[src/rsts_pkg.sv]
// constants, field layouts and carrier types of the relay self-test supervisor
// assumes a 20 MHz system clock and monitors that report magnitudes in mV and mA
package rsts_pkg;

    // ------------------------------------------------------------------
    // timing
    // ------------------------------------------------------------------
    localparam int unsigned CLK_HZ = 20_000_000;
    localparam int unsigned TEST_PERIOD_S = 10;
    localparam int unsigned TEST_PERIOD_CYC = TEST_PERIOD_S * CLK_HZ;
    localparam int unsigned ALARM_PULSE_S = 5;
    localparam int unsigned ALARM_PULSE_CYC = ALARM_PULSE_S * CLK_HZ;

    // ------------------------------------------------------------------
    // register map and fields
    // ------------------------------------------------------------------
    localparam logic [7:0] STATUS_OFS = 8'h00;
    localparam logic [7:0] MASK_OFS = 8'h04;
    localparam logic [7:0] CTRL_OFS = 8'h08;
    localparam logic [7:0] LIVE_OFS = 8'h0C;
    localparam int STAT_W = 17;
    localparam int WARN_LSB = 0;
    localparam int FAIL_LSB = 8;
    localparam int DIFF_BIT = 16;
    localparam int PROT_BIT = 16;
    localparam int DDIS_BIT = 17;
    localparam int ALRM_BIT = 18;
    localparam int CTRL_RUN_BIT = 0;
    localparam logic CTRL_RUN_RST = 1'b1;
    localparam logic [STAT_W-1:0] MASK_RST = 17'h00000;

    // ------------------------------------------------------------------
    // self-test indices and limits (mV)
    // ------------------------------------------------------------------
    localparam int NTEST = 6;
    localparam int T_CHOFS = 0;
    localparam int T_MOFS = 1;
    localparam int T_P5 = 2;
    localparam int T_REG5 = 3;
    localparam int T_P12 = 4;
    localparam int T_P15 = 5;
    localparam int NCHAN = 8;
    localparam logic [15:0] CHOFS_WARN_MV = 16'd30;
    localparam logic [15:0] MOFS_WARN_MV = 16'd20;
    localparam logic [15:0] MOFS_FAIL_MV = 16'd30;
    localparam logic [15:0] P5_WARN_LO = 16'd4800;
    localparam logic [15:0] P5_WARN_HI = 16'd5200;
    localparam logic [15:0] P5_FAIL_LO = 16'd4650;
    localparam logic [15:0] P5_FAIL_HI = 16'd5400;
    localparam logic [15:0] REGP_WARN_LO = 16'd4750;
    localparam logic [15:0] REGP_WARN_HI = 16'd5200;
    localparam logic [15:0] REGP_FAIL_LO = 16'd4500;
    localparam logic [15:0] REGP_FAIL_HI = 16'd5400;
    localparam logic [15:0] REGN_WARN_LO = 16'd4750;
    localparam logic [15:0] REGN_WARN_HI = 16'd5250;
    localparam logic [15:0] REGN_FAIL_LO = 16'd4500;
    localparam logic [15:0] REGN_FAIL_HI = 16'd5500;
    localparam logic [15:0] P12_WARN_LO = 16'd11500;
    localparam logic [15:0] P12_WARN_HI = 16'd12500;
    localparam logic [15:0] P12_FAIL_LO = 16'd11200;
    localparam logic [15:0] P12_FAIL_HI = 16'd14000;
    localparam logic [15:0] P15_WARN_LO = 16'd14400;
    localparam logic [15:0] P15_WARN_HI = 16'd15600;
    localparam logic [15:0] P15_FAIL_LO = 16'd14000;
    localparam logic [15:0] P15_FAIL_HI = 16'd16000;

    // ------------------------------------------------------------------
    // restraint flag limits (mA, degrees)
    // ------------------------------------------------------------------
    localparam logic [15:0] NSQ_PICKUP_MA = 16'd390;
    localparam logic [15:0] NSQ_DROPOUT_MA = 16'd14000;
    localparam logic [7:0] NSQ_ANGLE_DEG = 8'd83;
    localparam logic [7:0] NSQ_BLOCK_DEG = 8'd60;

    // ------------------------------------------------------------------
    // carriers
    // ------------------------------------------------------------------
    typedef struct packed {
        logic [NCHAN-1:0][15:0] chan_ofs_mv;
        logic [15:0] master_ofs_mv;
        logic [15:0] p5_mv;
        logic [15:0] reg_pos_mv;
        logic [15:0] reg_neg_mv;
        logic [15:0] p12_pos_mv;
        logic [15:0] p12_neg_mv;
        logic [15:0] p15_pos_mv;
        logic [15:0] p15_neg_mv;
    } rsts_meas_s;

    typedef struct packed {
        logic [15:0] local_ma;
        logic [15:0] remote_ma;
        logic signed [8:0] angle_deg;
    } rsts_nsq_s;

endpackage : rsts_pkg

[src/rsts_top.sv]
// relay self-test supervisor: limit checks, corrective actions, APB registers
// assumes monitor values are synchronous to ref_clk_i and hold steady between ticks
`timescale 1ns/1ps
module rsts_top #(
    parameter int unsigned TEST_PERIOD = rsts_pkg::TEST_PERIOD_CYC,
    parameter int unsigned ALARM_PULSE = rsts_pkg::ALARM_PULSE_CYC,
    parameter int N_OUT = 8
) (
    input wire logic ref_clk_i,
    input wire logic rst_i,
    input wire logic psel_i,
    input wire logic penable_i,
    input wire logic pwrite_i,
    input wire logic [7:0] paddr_i,
    input wire logic [31:0] pwdata_i,
    output logic [31:0] prdata_o,
    output logic pready_o,
    output logic pslverr_o,
    input wire rsts_pkg::rsts_meas_s meas_i,
    input wire rsts_pkg::rsts_nsq_s nsq_i,
    input wire logic diff_hw_fail_i,
    input wire logic [N_OUT-1:0] out_req_i,
    input wire logic [5:0] diff_req_i,
    output logic [N_OUT-1:0] output_contacts_o,
    output logic [5:0] differential_output_contacts_o,
    output logic overcurrent_enable_o,
    output logic trip_close_enable_o,
    output logic enabled_led_o,
    output logic alarm_energize_o,
    output logic differential_protection_enabled_o,
    output logic differential_hardware_alarm_o,
    output logic status_report_o,
    output logic display_fail_o,
    output logic [2:0] display_code_o,
    output logic negseq_restraint_flag_o,
    output logic irq_o
);
    import rsts_pkg::*;

    if (TEST_PERIOD < 2 || ALARM_PULSE < 2 || N_OUT < 1) begin : g_chk
        $error("rsts_top: periods must be at least 2 cycles and N_OUT at least 1");
    end

    // ------------------------------------------------------------------
    // helpers
    // ------------------------------------------------------------------
    function automatic logic out_of(input logic [15:0] v, input logic [15:0] lo, input logic [15:0] hi);
        out_of = (v < lo) || (v > hi);
    endfunction : out_of

    function automatic logic [7:0] abs_deg(input logic signed [8:0] a);
        abs_deg = a[8] ? 8'(-a) : 8'(a);
    endfunction : abs_deg

    function automatic logic [2:0] first_set(input logic [NTEST-1:0] v);
        first_set = 3'h0;
        for (int i = NTEST - 1; i >= 0; i--) begin
            if (v[i]) begin
                first_set = 3'(i);
            end
        end
    endfunction : first_set

    // ------------------------------------------------------------------
    // test tick
    // ------------------------------------------------------------------
    logic [31:0] tick_cnt_q;
    logic tick_q;
    logic run_q;

    always_ff @(posedge ref_clk_i) begin
        if (rst_i || !run_q) begin
            tick_cnt_q <= 32'h00000000;
            tick_q <= 1'b0;
        end else if (tick_cnt_q == 32'(TEST_PERIOD - 1)) begin
            tick_cnt_q <= 32'h00000000;
            tick_q <= 1'b1;
        end else begin
            tick_cnt_q <= tick_cnt_q + 32'h00000001;
            tick_q <= 1'b0;
        end
    end

    // ------------------------------------------------------------------
    // limit checks
    // ------------------------------------------------------------------
    logic [NCHAN-1:0] chan_over;
    logic [NTEST-1:0] warn_raw;
    logic [NTEST-1:0] fail_raw;
    logic [NTEST-1:0] warn_c;

    for (genvar g = 0; g < NCHAN; g++) begin : g_chan
        assign chan_over[g] = meas_i.chan_ofs_mv[g] > CHOFS_WARN_MV;
    end

    always_comb begin
        warn_raw[T_CHOFS] = |chan_over;
        fail_raw[T_CHOFS] = 1'b0;
        warn_raw[T_MOFS] = meas_i.master_ofs_mv > MOFS_WARN_MV;
        fail_raw[T_MOFS] = meas_i.master_ofs_mv > MOFS_FAIL_MV;
        warn_raw[T_P5] = out_of(meas_i.p5_mv, P5_WARN_LO, P5_WARN_HI);
        fail_raw[T_P5] = out_of(meas_i.p5_mv, P5_FAIL_LO, P5_FAIL_HI);
        warn_raw[T_REG5] = out_of(meas_i.reg_pos_mv, REGP_WARN_LO, REGP_WARN_HI)
                         || out_of(meas_i.reg_neg_mv, REGN_WARN_LO, REGN_WARN_HI);
        fail_raw[T_REG5] = out_of(meas_i.reg_pos_mv, REGP_FAIL_LO, REGP_FAIL_HI)
                         || out_of(meas_i.reg_neg_mv, REGN_FAIL_LO, REGN_FAIL_HI);
        warn_raw[T_P12] = out_of(meas_i.p12_pos_mv, P12_WARN_LO, P12_WARN_HI)
                        || out_of(meas_i.p12_neg_mv, P12_WARN_LO, P12_WARN_HI);
        fail_raw[T_P12] = out_of(meas_i.p12_pos_mv, P12_FAIL_LO, P12_FAIL_HI)
                        || out_of(meas_i.p12_neg_mv, P12_FAIL_LO, P12_FAIL_HI);
        warn_raw[T_P15] = out_of(meas_i.p15_pos_mv, P15_WARN_LO, P15_WARN_HI)
                        || out_of(meas_i.p15_neg_mv, P15_WARN_LO, P15_WARN_HI);
        fail_raw[T_P15] = out_of(meas_i.p15_pos_mv, P15_FAIL_LO, P15_FAIL_HI)
                        || out_of(meas_i.p15_neg_mv, P15_FAIL_LO, P15_FAIL_HI);
        warn_c = warn_raw & ~fail_raw;
    end

    // ------------------------------------------------------------------
    // per-tick results and new events
    // ------------------------------------------------------------------
    logic [NTEST-1:0] warn_q;
    logic [NTEST-1:0] fail_q;
    logic [NTEST-1:0] evt_warn_q;
    logic [NTEST-1:0] evt_fail_q;
    logic [NTEST-1:0] fail_lat_q;
    logic diff_in_q;
    logic evt_diff_q;
    logic diff_dis_q;
    logic prot_dis_q;

    always_ff @(posedge ref_clk_i) begin
        if (rst_i) begin
            warn_q <= '0;
            fail_q <= '0;
            evt_warn_q <= '0;
            evt_fail_q <= '0;
        end else if (tick_q) begin
            warn_q <= warn_c;
            fail_q <= fail_raw;
            evt_warn_q <= warn_c & ~warn_q;
            evt_fail_q <= fail_raw & ~fail_q;
        end else begin
            evt_warn_q <= '0;
            evt_fail_q <= '0;
        end
    end

    always_ff @(posedge ref_clk_i) begin
        if (rst_i) begin
            fail_lat_q <= '0;
            prot_dis_q <= 1'b0;
        end else begin
            fail_lat_q <= fail_lat_q | evt_fail_q;
            prot_dis_q <= prot_dis_q | (|evt_fail_q);
        end
    end

    always_ff @(posedge ref_clk_i) begin
        if (rst_i) begin
            diff_in_q <= 1'b0;
            evt_diff_q <= 1'b0;
            diff_dis_q <= 1'b0;
        end else begin
            diff_in_q <= diff_hw_fail_i;
            evt_diff_q <= diff_hw_fail_i && !diff_in_q;
            diff_dis_q <= diff_dis_q | evt_diff_q;
        end
    end

    // ------------------------------------------------------------------
    // alarm contact
    // ------------------------------------------------------------------
    logic [31:0] pulse_cnt_q;
    logic pulse_start;

    assign pulse_start = (|evt_warn_q) || evt_diff_q;

    always_ff @(posedge ref_clk_i) begin
        if (rst_i) begin
            pulse_cnt_q <= 32'h00000000;
        end else if (pulse_start) begin
            pulse_cnt_q <= 32'(ALARM_PULSE);
        end else if (pulse_cnt_q != 32'h00000000) begin
            pulse_cnt_q <= pulse_cnt_q - 32'h00000001;
        end
    end

    always_ff @(posedge ref_clk_i) begin
        if (rst_i) begin
            alarm_energize_o <= 1'b1;
        end else begin
            alarm_energize_o <= !(prot_dis_q || pulse_cnt_q != 32'h00000000);
        end
    end

    // ------------------------------------------------------------------
    // protection outputs
    // ------------------------------------------------------------------
    always_ff @(posedge ref_clk_i) begin
        if (rst_i) begin
            output_contacts_o <= '0;
            overcurrent_enable_o <= 1'b0;
            trip_close_enable_o <= 1'b0;
            enabled_led_o <= 1'b0;
        end else begin
            output_contacts_o <= prot_dis_q ? '0 : out_req_i;
            overcurrent_enable_o <= !prot_dis_q;
            trip_close_enable_o <= !prot_dis_q;
            enabled_led_o <= !prot_dis_q;
        end
    end

    always_ff @(posedge ref_clk_i) begin
        if (rst_i) begin
            differential_output_contacts_o <= 6'h00;
            differential_protection_enabled_o <= 1'b0;
            differential_hardware_alarm_o <= 1'b0;
        end else begin
            differential_output_contacts_o <= (prot_dis_q || diff_dis_q) ? 6'h00 : diff_req_i;
            differential_protection_enabled_o <= !diff_dis_q;
            differential_hardware_alarm_o <= diff_dis_q;
        end
    end

    // ------------------------------------------------------------------
    // reports and display
    // ------------------------------------------------------------------
    always_ff @(posedge ref_clk_i) begin
        if (rst_i) begin
            status_report_o <= 1'b0;
            display_fail_o <= 1'b0;
            display_code_o <= 3'h0;
        end else begin
            status_report_o <= (|evt_warn_q) || (|evt_fail_q);
            display_fail_o <= |fail_lat_q;
            display_code_o <= first_set(fail_lat_q);
        end
    end

    // ------------------------------------------------------------------
    // negative-sequence restraint flag
    // ------------------------------------------------------------------
    always_ff @(posedge ref_clk_i) begin
        if (rst_i) begin
            negseq_restraint_flag_o <= 1'b0;
        end else begin
            negseq_restraint_flag_o <= nsq_i.remote_ma >= NSQ_PICKUP_MA
                                    && nsq_i.remote_ma < NSQ_DROPOUT_MA
                                    && abs_deg(nsq_i.angle_deg) >= NSQ_ANGLE_DEG;
        end
    end

    // ------------------------------------------------------------------
    // apb registers and interrupt
    // ------------------------------------------------------------------
    logic [STAT_W-1:0] status_q;
    logic [STAT_W-1:0] mask_q;
    logic [STAT_W-1:0] ev_vec;
    logic [STAT_W-1:0] w1c;
    logic wr_en;
    logic [31:0] rd_data;
    logic rd_err;

    assign wr_en = psel_i && penable_i && pready_o && pwrite_i;

    always_comb begin
        ev_vec = '0;
        ev_vec[WARN_LSB +: NTEST] = evt_warn_q;
        ev_vec[FAIL_LSB +: NTEST] = evt_fail_q;
        ev_vec[DIFF_BIT] = evt_diff_q;
        w1c = (wr_en && paddr_i == STATUS_OFS) ? pwdata_i[STAT_W-1:0] : '0;
    end

    always_comb begin
        rd_data = 32'h00000000;
        rd_err = 1'b0;
        if (paddr_i == STATUS_OFS) begin
            rd_data[STAT_W-1:0] = status_q;
        end else if (paddr_i == MASK_OFS) begin
            rd_data[STAT_W-1:0] = mask_q;
        end else if (paddr_i == CTRL_OFS) begin
            rd_data[CTRL_RUN_BIT] = run_q;
        end else if (paddr_i == LIVE_OFS) begin
            rd_data[WARN_LSB +: NTEST] = warn_q;
            rd_data[FAIL_LSB +: NTEST] = fail_q;
            rd_data[PROT_BIT] = prot_dis_q;
            rd_data[DDIS_BIT] = diff_dis_q;
            rd_data[ALRM_BIT] = !alarm_energize_o;
        end else begin
            rd_err = 1'b1;
        end
    end

    always_ff @(posedge ref_clk_i) begin
        if (rst_i) begin
            pready_o <= 1'b0;
            prdata_o <= 32'h00000000;
            pslverr_o <= 1'b0;
        end else begin
            pready_o <= psel_i && penable_i && !pready_o;
            prdata_o <= (psel_i && penable_i && !pready_o && !pwrite_i) ? rd_data : 32'h00000000;
            pslverr_o <= psel_i && penable_i && !pready_o && rd_err;
        end
    end

    always_ff @(posedge ref_clk_i) begin
        if (rst_i) begin
            status_q <= '0;
            mask_q <= MASK_RST;
            run_q <= CTRL_RUN_RST;
        end else begin
            status_q <= (status_q & ~w1c) | ev_vec;
            if (wr_en && paddr_i == MASK_OFS) begin
                mask_q <= pwdata_i[STAT_W-1:0];
            end
            if (wr_en && paddr_i == CTRL_OFS) begin
                run_q <= pwdata_i[CTRL_RUN_BIT];
            end
        end
    end

    always_ff @(posedge ref_clk_i) begin
        if (rst_i) begin
            irq_o <= 1'b0;
        end else begin
            irq_o <= |(status_q & mask_q);
        end
    end
endmodule : rsts_top

[config.mk]
export PLATFORM = sky130hd
export DESIGN_NAME = rsts_top
export DESIGN_NICKNAME = d
export VERILOG_FILES = /design/src/rsts_pkg.sv /design/src/rsts_top.sv
export SDC_FILE = /design/constraint.sdc
export NUM_CORES = 1
export LEC_CHECK = 0
export BUFFER_PORTS_ARGS = -buffer_cell sky130_fd_sc_hd__buf_2
export CAP_MARGIN = 20
export CORE_AREA = 2 2 164 166
export CTS_BUF_LIST = sky130_fd_sc_hd__clkbuf_8
export DETAILED_ROUTE_END_ITERATION = 6
export DIE_AREA = 0 0 166 168
export GPL_TIMING_DRIVEN = 0
export SKIP_CTS_REPAIR_TIMING = 1
export SYNTH_ARGS = -nofsm -noshare
export SYNTH_HDL_FRONTEND = slang
export SYNTH_SLANG_ARGS = --single-unit
export TNS_END_PERCENT = 10
[constraint.sdc]
create_clock -name ref_clk_i -period 2.61 [get_ports ref_clk_i]
set_input_delay 0.1305 -clock ref_clk_i [delete_from_list [all_inputs] [get_ports ref_clk_i]]
set_output_delay 0.1305 -clock ref_clk_i [all_outputs]
set_load 0.005 [all_outputs]
# == After elaboration in Yosys (flattened, before gate mapping) ==
# Index checks and enable logic that the tools add are counted.
# op_classes
addsub,3
order_cmp,41
n_eq_ne,4
n_mux,27
bitwise_logic,16
reduce_logical,63
# op_table
operator,count
"16-bit by 5-bit greater-than comparator with 1-bit output, second input constant",10
"16-bit by 14-bit < comparator with 1-bit output, second input constant",9
"16-bit by 14-bit greater-than comparator with 1-bit output, second input constant",8
"16-bit by 13-bit greater-than comparator with 1-bit output, second input constant",6
"16-bit by 13-bit < comparator with 1-bit output, second input constant",6
27-bit 2-to-1 mux,2
17-bit AND,2
17-bit 2-to-1 mux,2
"32-bit by 1-bit adder with 32-bit output, second input constant",1
"32-bit by 28-bit == test with 1-bit output, second input constant",1
32-bit nonzero test,1
"32-bit by 1-bit subtractor with 32-bit output, second input constant",1
6-bit 2-to-1 mux,5
1-bit logical OR,25
6-bit OR reduction,4
6-bit AND,3
6-bit NOT,3
17-bit NOT,1
17-bit bitwise OR,1
17-bit OR reduction,1
"8-bit by 4-bit == test with 1-bit output, second input constant",2
"16-bit by 9-bit greater-or-equal comparator with 1-bit output, second input constant",1
2-bit OR reduction,7
1-bit logical AND,12
other kinds (17),40
# word_totals
register_bits,192
input_bits,357
out_inout_bits,61

# == Depth between registers and ports, before layout ==
# Gate-level depths: netlist (run 1).
# logic_depth
ltp_word,8
depth_mapped,10

# == Least setup slack after synthesis (run 1) ==
# Ideal clock, no wire load.
# synth_path
path_kind,flip-flop to flip-flop
start,reg pulse_cnt_q[5]
end,reg pulse_cnt_q[28]
setup_ns,0.070
arrival_time_ns,2.350
required_time_ns,2.540
path_slack_ns,0.190
path_stages_with_launch,6
path_buffers,0
cell_sequence,dfxtp_1 > or4_4 > or4_4 > or4_4 > or3_1 > a21oi_1
# synth_via
elab_chain_cells,1
elab_cells_between_ends,2
# synth_rtl
item,line_no,rtl
start: declaration,rsts_top.sv:173,logic [31:0] pulse_cnt_q;
start signal: assignment,rsts_top.sv:182,pulse_cnt_q <= 32'(ALARM_PULSE);
start signal: assignment,rsts_top.sv:184,pulse_cnt_q <= pulse_cnt_q - 32'h00000001;
32-bit by 1-bit subtractor with 32-bit output or 32-bit nonzero test (tied branches),"rsts_top.sv:184, rsts_top.sv:183",
# Several ways; a longest one is shown, not always the timed one.
# A chain may end at the register's enable or synchronous reset.

# == Worst setup path in the final report (run 1) ==
# layout_path
start,reg pulse_cnt_q[5]
end,reg pulse_cnt_q[30]
# The elaborated chain is that of the path after synthesis.

==> results of run 1 <==
-- layout by cell type, fill, tap and decap left out, types with 18 or more instances in the layout --
| cell type | instances |
|---|---|
| buf_2 | 371 |
| dfxtp_1 | 176 |
| nor2_1 | 137 |
| a21oi_1 | 80 |
| nand2_1 | 74 |
| nand3_1 | 69 |
| nor4_1 | 53 |
| nor3_1 | 40 |
| dlygate4sd3_1 | 36 |
| clkbuf_1 | 33 |
| nand4_1 | 29 |
| and3_1 | 24 |
| o21ai_0 | 23 |
| inv_1 | 21 |
| or3_1 | 21 |
| and2_1 | 20 |
| xor2_1 | 18 |
| o31ai_1 | 18 |
-- cell type report --
cell class                 count  area (um2)  share of cell area [%]
inverter                      18       67.56                  0.5721
clock inverter                15       168.9                   1.430
sequential                   177        3545                   30.01
clock buffer                  17       234.0                   1.981
timing repair buffer         406        2215                   18.75
buffer                        59       291.5                   2.468
tap                          341       426.7                   3.613
multi-input combinational    831        4862                   41.17
-- power by group through the flow --
stage	Combinational, mW	Clock, mW	Sequential, mW
final	1.34	1.95	2.91
after global routing	1.50	2.10	2.93
after CTS	1.25	2.00	2.91
after detailed placement	1.25	0	2.97
after global placement	1.23	0	2.97
after floorplan	0.736	0	2.95
-- sequential cells by signal (all words and copies together) (netlist names), 3 cells and up --
signal                          count
evt_fail_q                          5
pulse_cnt_q                        32
display_code_o                      3
mask_q                             17
fail_lat_q                          5
status_q                           17
prdata_o                           19
differential_output_contacts_o      6
fail_q                              5
output_contacts_o                   8
tick_cnt_q                         32
evt_warn_q                          6
warn_q                              6
-- metal layers --
metal | share of wire (%) | GRT usage [%] | vias to the layer above
li1 | - | - | 4872
met1 | 41 | 24.91 | 4466
met2 | 50 | 37.52 | 379
met3 | 5.0 | 3.432 | 46
met4 | 3.2 | 8.053 | 0
met5 | 0 | 0 | -
-- path summary, 6_finish.rpt --
kind                                                  start                                           end  slack (ps)  cells past startpoint
worst max register to register  pulse_cnt_q[5]$_SDFFE_PP0P_                  pulse_cnt_q[30]$_SDFFE_PP0P_          80                      5
worst max-delay path            pulse_cnt_q[5]$_SDFFE_PP0P_                  pulse_cnt_q[30]$_SDFFE_PP0P_          80                      5
worst min-delay path                                 psel_i                          pslverr_o$_SDFF_PP0_          40                      4
worst min register to register        diff_dis_q$_SDFF_PP0_  differential_protection_enabled_o$_SDFF_PP0_         430                      1
-- cell families (layout without fill, tap and decap cells) --
group                      count (synthesis)  after routing  share of synthesized area (%)
xor gates and xnor gates                  35             35                          3.532
AOI/OAI and AO/OA                        226            226                          17.29
DFF                                      177            177                          40.83
buffers and inverters                     78            515                          4.080
muxes                                      5              5                         0.5911
other                                      1             13                        0.04321
adders and majority gates                  3              3                         0.4326
and+or+nand+nor                          549            549                          33.20
-- critical path, stage by stage, from the launching register on --
cell and delay [ps]:
dfxtp_2 350, or4_4 550, or4_4 550, or4_4 570, or3_1 320, a21oi_1 130
==> results.toml, run 1 <==
[clocking]
cts_tree = "yes"
clk_path_buf_depth = 2
clk_pin_slew_worst_paths_ps = 100
cts_buffers = 17
htreeDepth = 4
numClockSinks = 177
clock_latency_ps = 470
clock_tree.root_cell = "clkbuf_8"

[timing]
setup_tns_ps = 0
fmax_mhz = 394.5
timing.slew.headroom_pct = 48.30
fin_skew_ps = 19.19
fin_ws_ps = 75.05
fin_crit_sh_pct = 97.12
hold_ws_ps = 42.51
rsz0062_at_grt = "no"
setup_viol_count_final = 0
slew_viol_final = 0
tightest_slew_ps = 775.5
hold_violations = 0
period_needed_ps = 2535

[synth]
async_flop_share_pct = 0
yosysMostFrequentCell = "dfxtp_1"
yosys.cell_types.count = 68
synthTopCellsByCount = "dfxtp_1 (177), nor2_1 (139), a21oi_1 (80)"
netlist_area_um2 = 8678
synthTopCellsByArea = "dfxtp_1 (41%), nor2_1 (6.0%), a21oi_1 (4.6%)"
netlist_instances = 1074
ys_seq_elements = 177
synth_edf_count = 0
synth.yosys.seq_area_share_pct = 40.83
syn-mean-instance-area_um2 = 8.080
synth_top_area_share_pct = 40.83
yosys.area.top_type = "dfxtp_1"
yosys_warnings = 0
ys.flop_type = "dfxtp_1"

[grt]
grt_usage_pct = 20.87
grt_pass1_wl_um = 46910
grt-ovfl-total = 0
grt_max_degree = 17
antenna_found_initial = 0
grt_pass1_vias = 9046

[power_and_ir_drop]
p_int_mw = 4.379
p_sw_mw = 1.825
peakVddDrop_v = 0.0004003
pwr_density_cell_nw_per_um2 = 525.3
leakage_nw = 4.917
combPwrFrac_pct = 21.7
clkPwrFrac_pct = 31.4
seq_power_share_pct = 46.9
switching_share_pct = 29.42
power.total_mw = 6.204

[setup_path]
crit_arrival_ps = 2940
path_class = "flop to flop"
cp-start-kind = "flop"
path_max_fanout = 6
crit_path_end_kind = "flop"
cp.required_ps = 3020

[drt]
drtAntennaViolNets = 0
wire_per_inst_um = 16.43
vias = 9763
drtIter0Drc = 657
viasPerCell = 5.238
route.detailed.drc = 0
wirelength_um = 30630
dr.pass1.iters = 5

[min_path]
hold_class = "input pin to flop"

[layout]
area_growth_pct = 36.09
fin_area_um2 = 11810
antenna_cells = 0
final_util_pct = 44.82
fin_nets = 1870
drive_above_1_share_pct = 29.42
stdcell_count = 1864
fillers = 2681

[die]
fp.dieH_um = 168
initial_core_util_pct = 32.93
dieArea_um2 = 27890
die_w_um = 166
core_um2 = 26350
io_pins = 418
rows = 60

[placed_design]
gp_congestion = 0.8629
portBuffers = 369
place_inst = 1796
post-place-ws_ps = -296.3
placed_area_um2 = 11000
detailed_place_hpwl_um = 24300

[job]
cap_violations = 0

[run_status]
outcome = "completed"
Power figures use the tool's default switching activity.
==> run 2, diff against run 1 <==
--- a/config.mk
+++ b/config.mk
@@ -6,11 +6,13 @@
 export NUM_CORES = 1
 export LEC_CHECK = 0
+export ABC_AREA = 1
 export BUFFER_PORTS_ARGS = -buffer_cell sky130_fd_sc_hd__buf_2
 export CAP_MARGIN = 20
-export CORE_AREA = 2 2 164 166
+export CORE_AREA = 2 2 162 164
 export CTS_BUF_LIST = sky130_fd_sc_hd__clkbuf_8
 export DETAILED_ROUTE_END_ITERATION = 6
-export DIE_AREA = 0 0 166 168
+export DIE_AREA = 0 0 164 166
 export GPL_TIMING_DRIVEN = 0
+export PLACE_DENSITY = 0.7
 export SKIP_CTS_REPAIR_TIMING = 1
 export SYNTH_ARGS = -nofsm -noshare
==> constraint.sdc (replaced) <==
create_clock -name ref_clk_i -period 2.61 [get_ports ref_clk_i]
set_input_delay 0.3915 -clock ref_clk_i [delete_from_list [all_inputs] [get_ports ref_clk_i]]
set_output_delay 0.3915 -clock ref_clk_i [all_outputs]
set_load 0.005 [all_outputs]
==> run 2 against run 1 <==
  * Fmax grew 35%
  * Clock-buffer cell count stayed put
  * Critical endpoint is now pulse_cnt_q[7]$_SDFFE_PP0P_
  * Sequential share of layout area shrank 2.1 points
  * Cell count is 20% higher
  * Sequential power barely moved
  * Global-route usage up 2.4 points
  * Critical path depth increased by 7
  * Combinational power rose by 22%
  * Critical path type unchanged
==> results.toml, run 2 <==
[min_path]
hold_class = "input pin to flop"

[placed_design]
portBuffers = 372
gp_congestion = 0.9992
detailed_place_hpwl_um = 26640

[grt]
top_usage_layer = "met2"
globalRouteMet3Util_pct = 4.920
grt-ovfl-total = 0
grt_pass1_wl_um = 50380
grt_pass1_vias = 10220
grtUsageMet2_pct = 38.84
grt_usage_pct = 23.23
antenna_found_initial = 0
grtUsageMet1_pct = 30.48
grt_max_degree = 17

[power_and_ir_drop]
p_int_mw = 4.221
leakage_nw = 6.013
pwr_density_cell_nw_per_um2 = 502.0
switching_share_pct = 33.74
peakVddDrop_v = 0.0003843
combPwrFrac_pct = 25.5
p_sw_mw = 2.149
clkPwrFrac_pct = 28.4
seq_power_share_pct = 46.0

[synth]
netlist_area_um2 = 9997
ys_seq_elements = 177
synthTopCellsByCount = "nand2_1 (286), nor2_1 (267), inv_1 (190)"
ys.flop_type = "dfxtp_1"
yosys_warnings = 0
syn-mean-instance-area_um2 = 6.755
synth_top_area_share_pct = 35.44
yosys.cell_types.count = 55
yosysMostFrequentCell = "nand2_1"
netlist_instances = 1480
synth_edf_count = 0
async_flop_share_pct = 0
synth.yosys.seq_area_share_pct = 35.44
synthTopCellsByArea = "dfxtp_1 (35%), nand2_1 (11%), nor2_1 (10%)"
yosys.area.top_type = "dfxtp_1"

[timing]
period_needed_ps = 1884
slew_viol_final = 0
hold_ws_ps = 111.5
hold_violations = 0
setup_tns_ps = 0
fmax_mhz = 530.8
fin_skew_ps = 16.65
fin_crit_sh_pct = 72.18
tightest_slew_ps = 743.9
setup_viol_count_final = 0
rsz0062_at_grt = "no"
timing.slew.headroom_pct = 50.41

[drt]
drtIter0Drc = 687
viasPerCell = 4.875
drtAntennaViolNets = 0
route.detailed.drc = 0
vias = 10880
wire_per_inst_um = 14.31
dr.pass1.iters = 7
wirelength_um = 31930

[setup_path]
path_buf_inv = 2
cp_cell_sequence = "inv_1, ha_1, nand2_1, nor2_2, nand2_2, nor2_4, nand3_4, buf_6, nand4_1, nor2_1, nor2_1, nor2_1"
crit_arrival_ps = 2240
crit_family = "simple AND/OR/NAND/NOR gates"
crit_path_end_kind = "flop"
crit_top_cell = "nor2_1"
cp-start-kind = "flop"
path_max_fanout = 10
path_class = "flop to flop"
max_stage_delay_ps = 370
worst_path_max_delay_cell = "dfxtp_1"
cp.required_ps = 2970

[layout]
layout_commonest_cell = "buf_2"
mostFrequentLayoutCells = "buf_2 (379), nand2_1 (286), nor2_1 (267)"
drive_above_1_share_pct = 28.74
area_growth_pct = 26.95
antenna_cells = 0
fillers = 2593
fin_nets = 2243
reg_top3 = "pulse_cnt_q: 32 flops, tick_cnt_q: 32 flops, prdata_o: 19 flops"
final_util_pct = 49.54

[clocking]
numClockSinks = 177
clock_tree.root_cell = "clkbuf_8"
cts_buffers = 17
clock_latency_ps = 470
htreeDepth = 4
cts_tree = "yes"
clk_path_buf_depth = 2
clk_pin_slew_worst_paths_ps = 100

[die]
die_w_um = 164
rows = 59
io_pins = 418
core_um2 = 25620
initial_core_util_pct = 39.03
fp.dieH_um = 166
dieArea_um2 = 27220

[job]
cap_violations = 0

[run_status]
outcome = "completed"
run 2: worst paths after layout:
kind | from | end | slack [ps] | cells after the start
worst min register to register | diff_in_q$_SDFF_PP0_ | evt_diff_q$_SDFF_PP0_ | 410 | 1
worst min-delay path | rst_i | pready_o$_SDFF_PP0_ | 110 | 2
worst max register to register | pulse_cnt_q[0]$_SDFFE_PP0P_ | pulse_cnt_q[7]$_SDFFE_PP0P_ | 730 | 12
worst max-delay path | pulse_cnt_q[0]$_SDFFE_PP0P_ | pulse_cnt_q[7]$_SDFFE_PP0P_ | 730 | 12
run 2: layout make-up:
| class | count | area [um2] | share of cell area, % |
|---|---|---|---|
| Inverter | 203 | 765.7 | 6.034 |
| Tap cell | 335 | 419.2 | 3.303 |
| Timing Repair Buffer | 372 | 1862 | 14.67 |
| Sequential cell | 177 | 3543 | 27.92 |
| Clock inverter | 15 | 133.9 | 1.055 |
| Multi-Input combinational cell | 1074 | 5450 | 42.95 |
| Buffer | 38 | 282.8 | 2.228 |
| Clock buffer | 17 | 234.0 | 1.844 |
run 2: power groups by stage:
stage / Combinational (mW) / Clock [mW] / Sequential (mW)
2_1_floorplan: 1.08 / 0 / 2.97
3_3_place_gp: 1.59 / 0 / 2.99
3_5_place_dp: 1.61 / 0 / 2.99
4_1_cts: 1.62 / 1.85 / 2.93
5_1_grt: 1.83 / 1.96 / 2.95
6_report: 1.63 / 1.81 / 2.93
run 2: cells by family (layout without fill, tap and decap cells):
| family | count (synthesis) | after routing | share of synthesized area, % |
|---|---|---|---|
| fa+ha+maj | 3 | 3 | 0.3755 |
| simple gates | 823 | 823 | 38.30 |
| other cells | 1 | 13 | 0.03751 |
| compound gates | 205 | 205 | 12.73 |
| buf+inv | 241 | 645 | 10.49 |
| xor+xnor | 30 | 30 | 2.628 |
| flops | 177 | 177 | 35.44 |
run 2: layer usage:
metal | vias to the layer above | wire (um)
met2 | 406 | 14840
li1 | 5571 | -
met4 | 0 | 481
met3 | 44 | 2367
met5 | - | 0
met1 | 4855 | 14240
run 2: through the flow:
step / worst slack [ps] / power (mW) / instances / cell area, um2
after floorplan: 958.7 / 4.052 / 1492 / 10040
after global placement: 479.5 / 4.579 / 2199 / 12320
after detailed placement: 464.8 / 4.606 / 2199 / 12320
after CTS: 710.1 / 6.396 / 2231 / 12690
after global routing: 521.6 / 6.748 / 2231 / 12690
final: 726.1 / 6.371 / 2231 / 12690
==> run 3, diff against run 2 <==
Clock period 2.61 ns to 1.7 ns, I/O delays scaled along.
==> run 3 against run 2 <==
  * The flow now finishes with violations (negative hold slack, negative setup slack)
  * Setup slack got worse by 760 ps
  * Sequential share of layout area fell by 0.64 points
  * Register-to-register slack got worse by 760 ps
  * Clock skew barely moved
  * Clock power rose by 53%
  * Via count rose by 0.91%
  * Total power rose by 56%
  * Flip-flop and latch count did not move
  * Global-route usage did not move
  * Largest power group unchanged
==> results.toml, run 3 (synthesized netlist as in run 2, its figures left out) <==
[run_status]
outcome = "complete, but fails checks"
violations = "negative hold slack, negative setup slack"

[power_and_ir_drop]
power.total_mw = 9.966
peakVddDrop_v = 0.0005910
leakage_nw = 6.159
pwr_density_cell_nw_per_um2 = 764.8

[setup_path]
max_stage_delay_ps = 370
crit_family = "simple AND/OR/NAND/NOR gates"
path_max_fanout = 6
cp-start-kind = "flop"
crit_path_end_kind = "flop"
crit_arrival_ps = 2100
worst_path_max_delay_cell = "dfxtp_4"
path_class = "flop to flop"
crit_top_cell = "nor2_1"
cp.required_ps = 2060
path_buf_inv = 2
cp_cell_sequence = "inv_4, ha_4, nand2_4, nor2_4, nand2_2, nor2_4, nand3_4, buf_8, nand4_1, nor2_1, nor2_1, nor2_1"

[timing]
fmax_mhz = 575.6
period_needed_ps = 1737
fin_skew_ps = 17.03
hold_ws_ps = -2.493
fin_ws_ps = -37.37
slew_viol_final = 0
timing.slew.headroom_pct = 50.50
rsz0062_at_grt = "yes"
tightest_slew_ps = 742.4
hold_violations = 1
setup_viol_count_final = 10
setup_tns_ps = -79.79
fin_crit_sh_pct = 102.2

[drt]
viasPerCell = 4.871
route.detailed.drc = 0
dr.pass1.iters = 5
wire_per_inst_um = 14.40
drtIter0Drc = 761
wirelength_um = 32450
vias = 10980
drtAntennaViolNets = 0

[die]
die_w_um = 164
initial_core_util_pct = 39.03
rows = 59
dieArea_um2 = 27220
io_pins = 418
fp.dieH_um = 166
core_um2 = 25620

[clocking]
clock_latency_ps = 470
cts_tree = "yes"
clk_path_buf_depth = 2
clock_tree.root_cell = "clkbuf_8"
numClockSinks = 177
cts_buffers = 17
clk_pin_slew_worst_paths_ps = 100
htreeDepth = 4

[grt]
antenna_found_initial = 0
grt_usage_pct = 23.23
grt-ovfl-total = 0
grt_pass1_vias = 10220
grt_max_degree = 17
grt_pass1_wl_um = 50380

[min_path]
hold_class = "input pin to flop"

[layout]
mostFrequentLayoutCells = "buf_2 (378), nand2_1 (284), nor2_1 (264)"
layout_commonest_cell = "buf_2"
stdcell_count = 2253
fin_nets = 2265
final_util_pct = 50.87
drive_above_1_share_pct = 29.98
antenna_cells = 0
reg_top3 = "pulse_cnt_q: 32 flops, tick_cnt_q: 32 flops, prdata_o: 19 flops"
area_growth_pct = 30.35

[placed_design]
portBuffers = 372
post-place-ws_ps = -308.7
place_inst = 2199
detailed_place_hpwl_um = 26640
gp_congestion = 0.9992

[job]
cap_violations = 0
==> run 3: cell types whose count changed in the layout (fill, tap and decap cells not counted), sizes merged <==
cell,delta
dlygate4sd3,+12
buf,+8
clkbuf,+2
==> run 3: through the flow <==
stage	hold slack (ps)	instance area [um2]
6_report	-2.493	13030
5_1_grt	1.077	13030
4_1_cts	-41.24	12690
3_5_place_dp	392.8	12320
3_3_place_gp	391.5	12320
2_1_floorplan	336.0	10040
==> run 3: worst reg2reg max path: cells and delay by family (launching register included) <==
family,cells,cell delay [ps]
DFF,1,370
buffers and inverters,2,230
and+or+nand+nor,9,880
adders and majority gates,1,160
==> run 3: final cells by class <==
type                            instances  area (um2)
Clock buffer                           17       234.0
Fill cell                            2544       12580
Multi-Input combinational cell       1074        5554
Buffer                                 38       292.8
Clock inverter                         15       133.9
Sequential cell                       177        3555
Tap cell                              335       419.2
Inverter                              203       768.2
Timing Repair Buffer                  394        2074
==> run 3: final timing paths <==
kind                                from                         endpoint  slack (ps)  cells past startpoint
min reg2reg         diff_in_q$_SDFF_PP0_            evt_diff_q$_SDFF_PP0_         410                      1
min                         out_req_i[2]  output_contacts_o[2]$_SDFF_PP0_          -2                      3
max reg2reg  pulse_cnt_q[0]$_SDFFE_PP0P_      pulse_cnt_q[7]$_SDFFE_PP0P_         -40                     12
max          pulse_cnt_q[0]$_SDFFE_PP0P_      pulse_cnt_q[7]$_SDFFE_PP0P_         -40                     12
==> run 3: power breakdown <==
part / leakage (nW) / total (mW) / internal (mW) / switching (mW)
logic: 4.55 / 2.68 / 1.08 / 1.59
clock network: 0.172 / 2.77 / 1.17 / 1.61
registers: 1.44 / 4.51 / 4.33 / 0.186
==> run 3: routing by layer <==
metal / wire [um] / vias to the layer above / track usage [%] / share of wire (%)
li1: - / 5624 / - / -
met1: 14120 / 4882 / 30.48 / 44
met2: 15100 / 419 / 38.84 / 47
met3: 2651 / 50 / 4.920 / 8.2
met4: 576 / 0 / 5.683 / 1.8
met5: 0 / - / 0 / 0
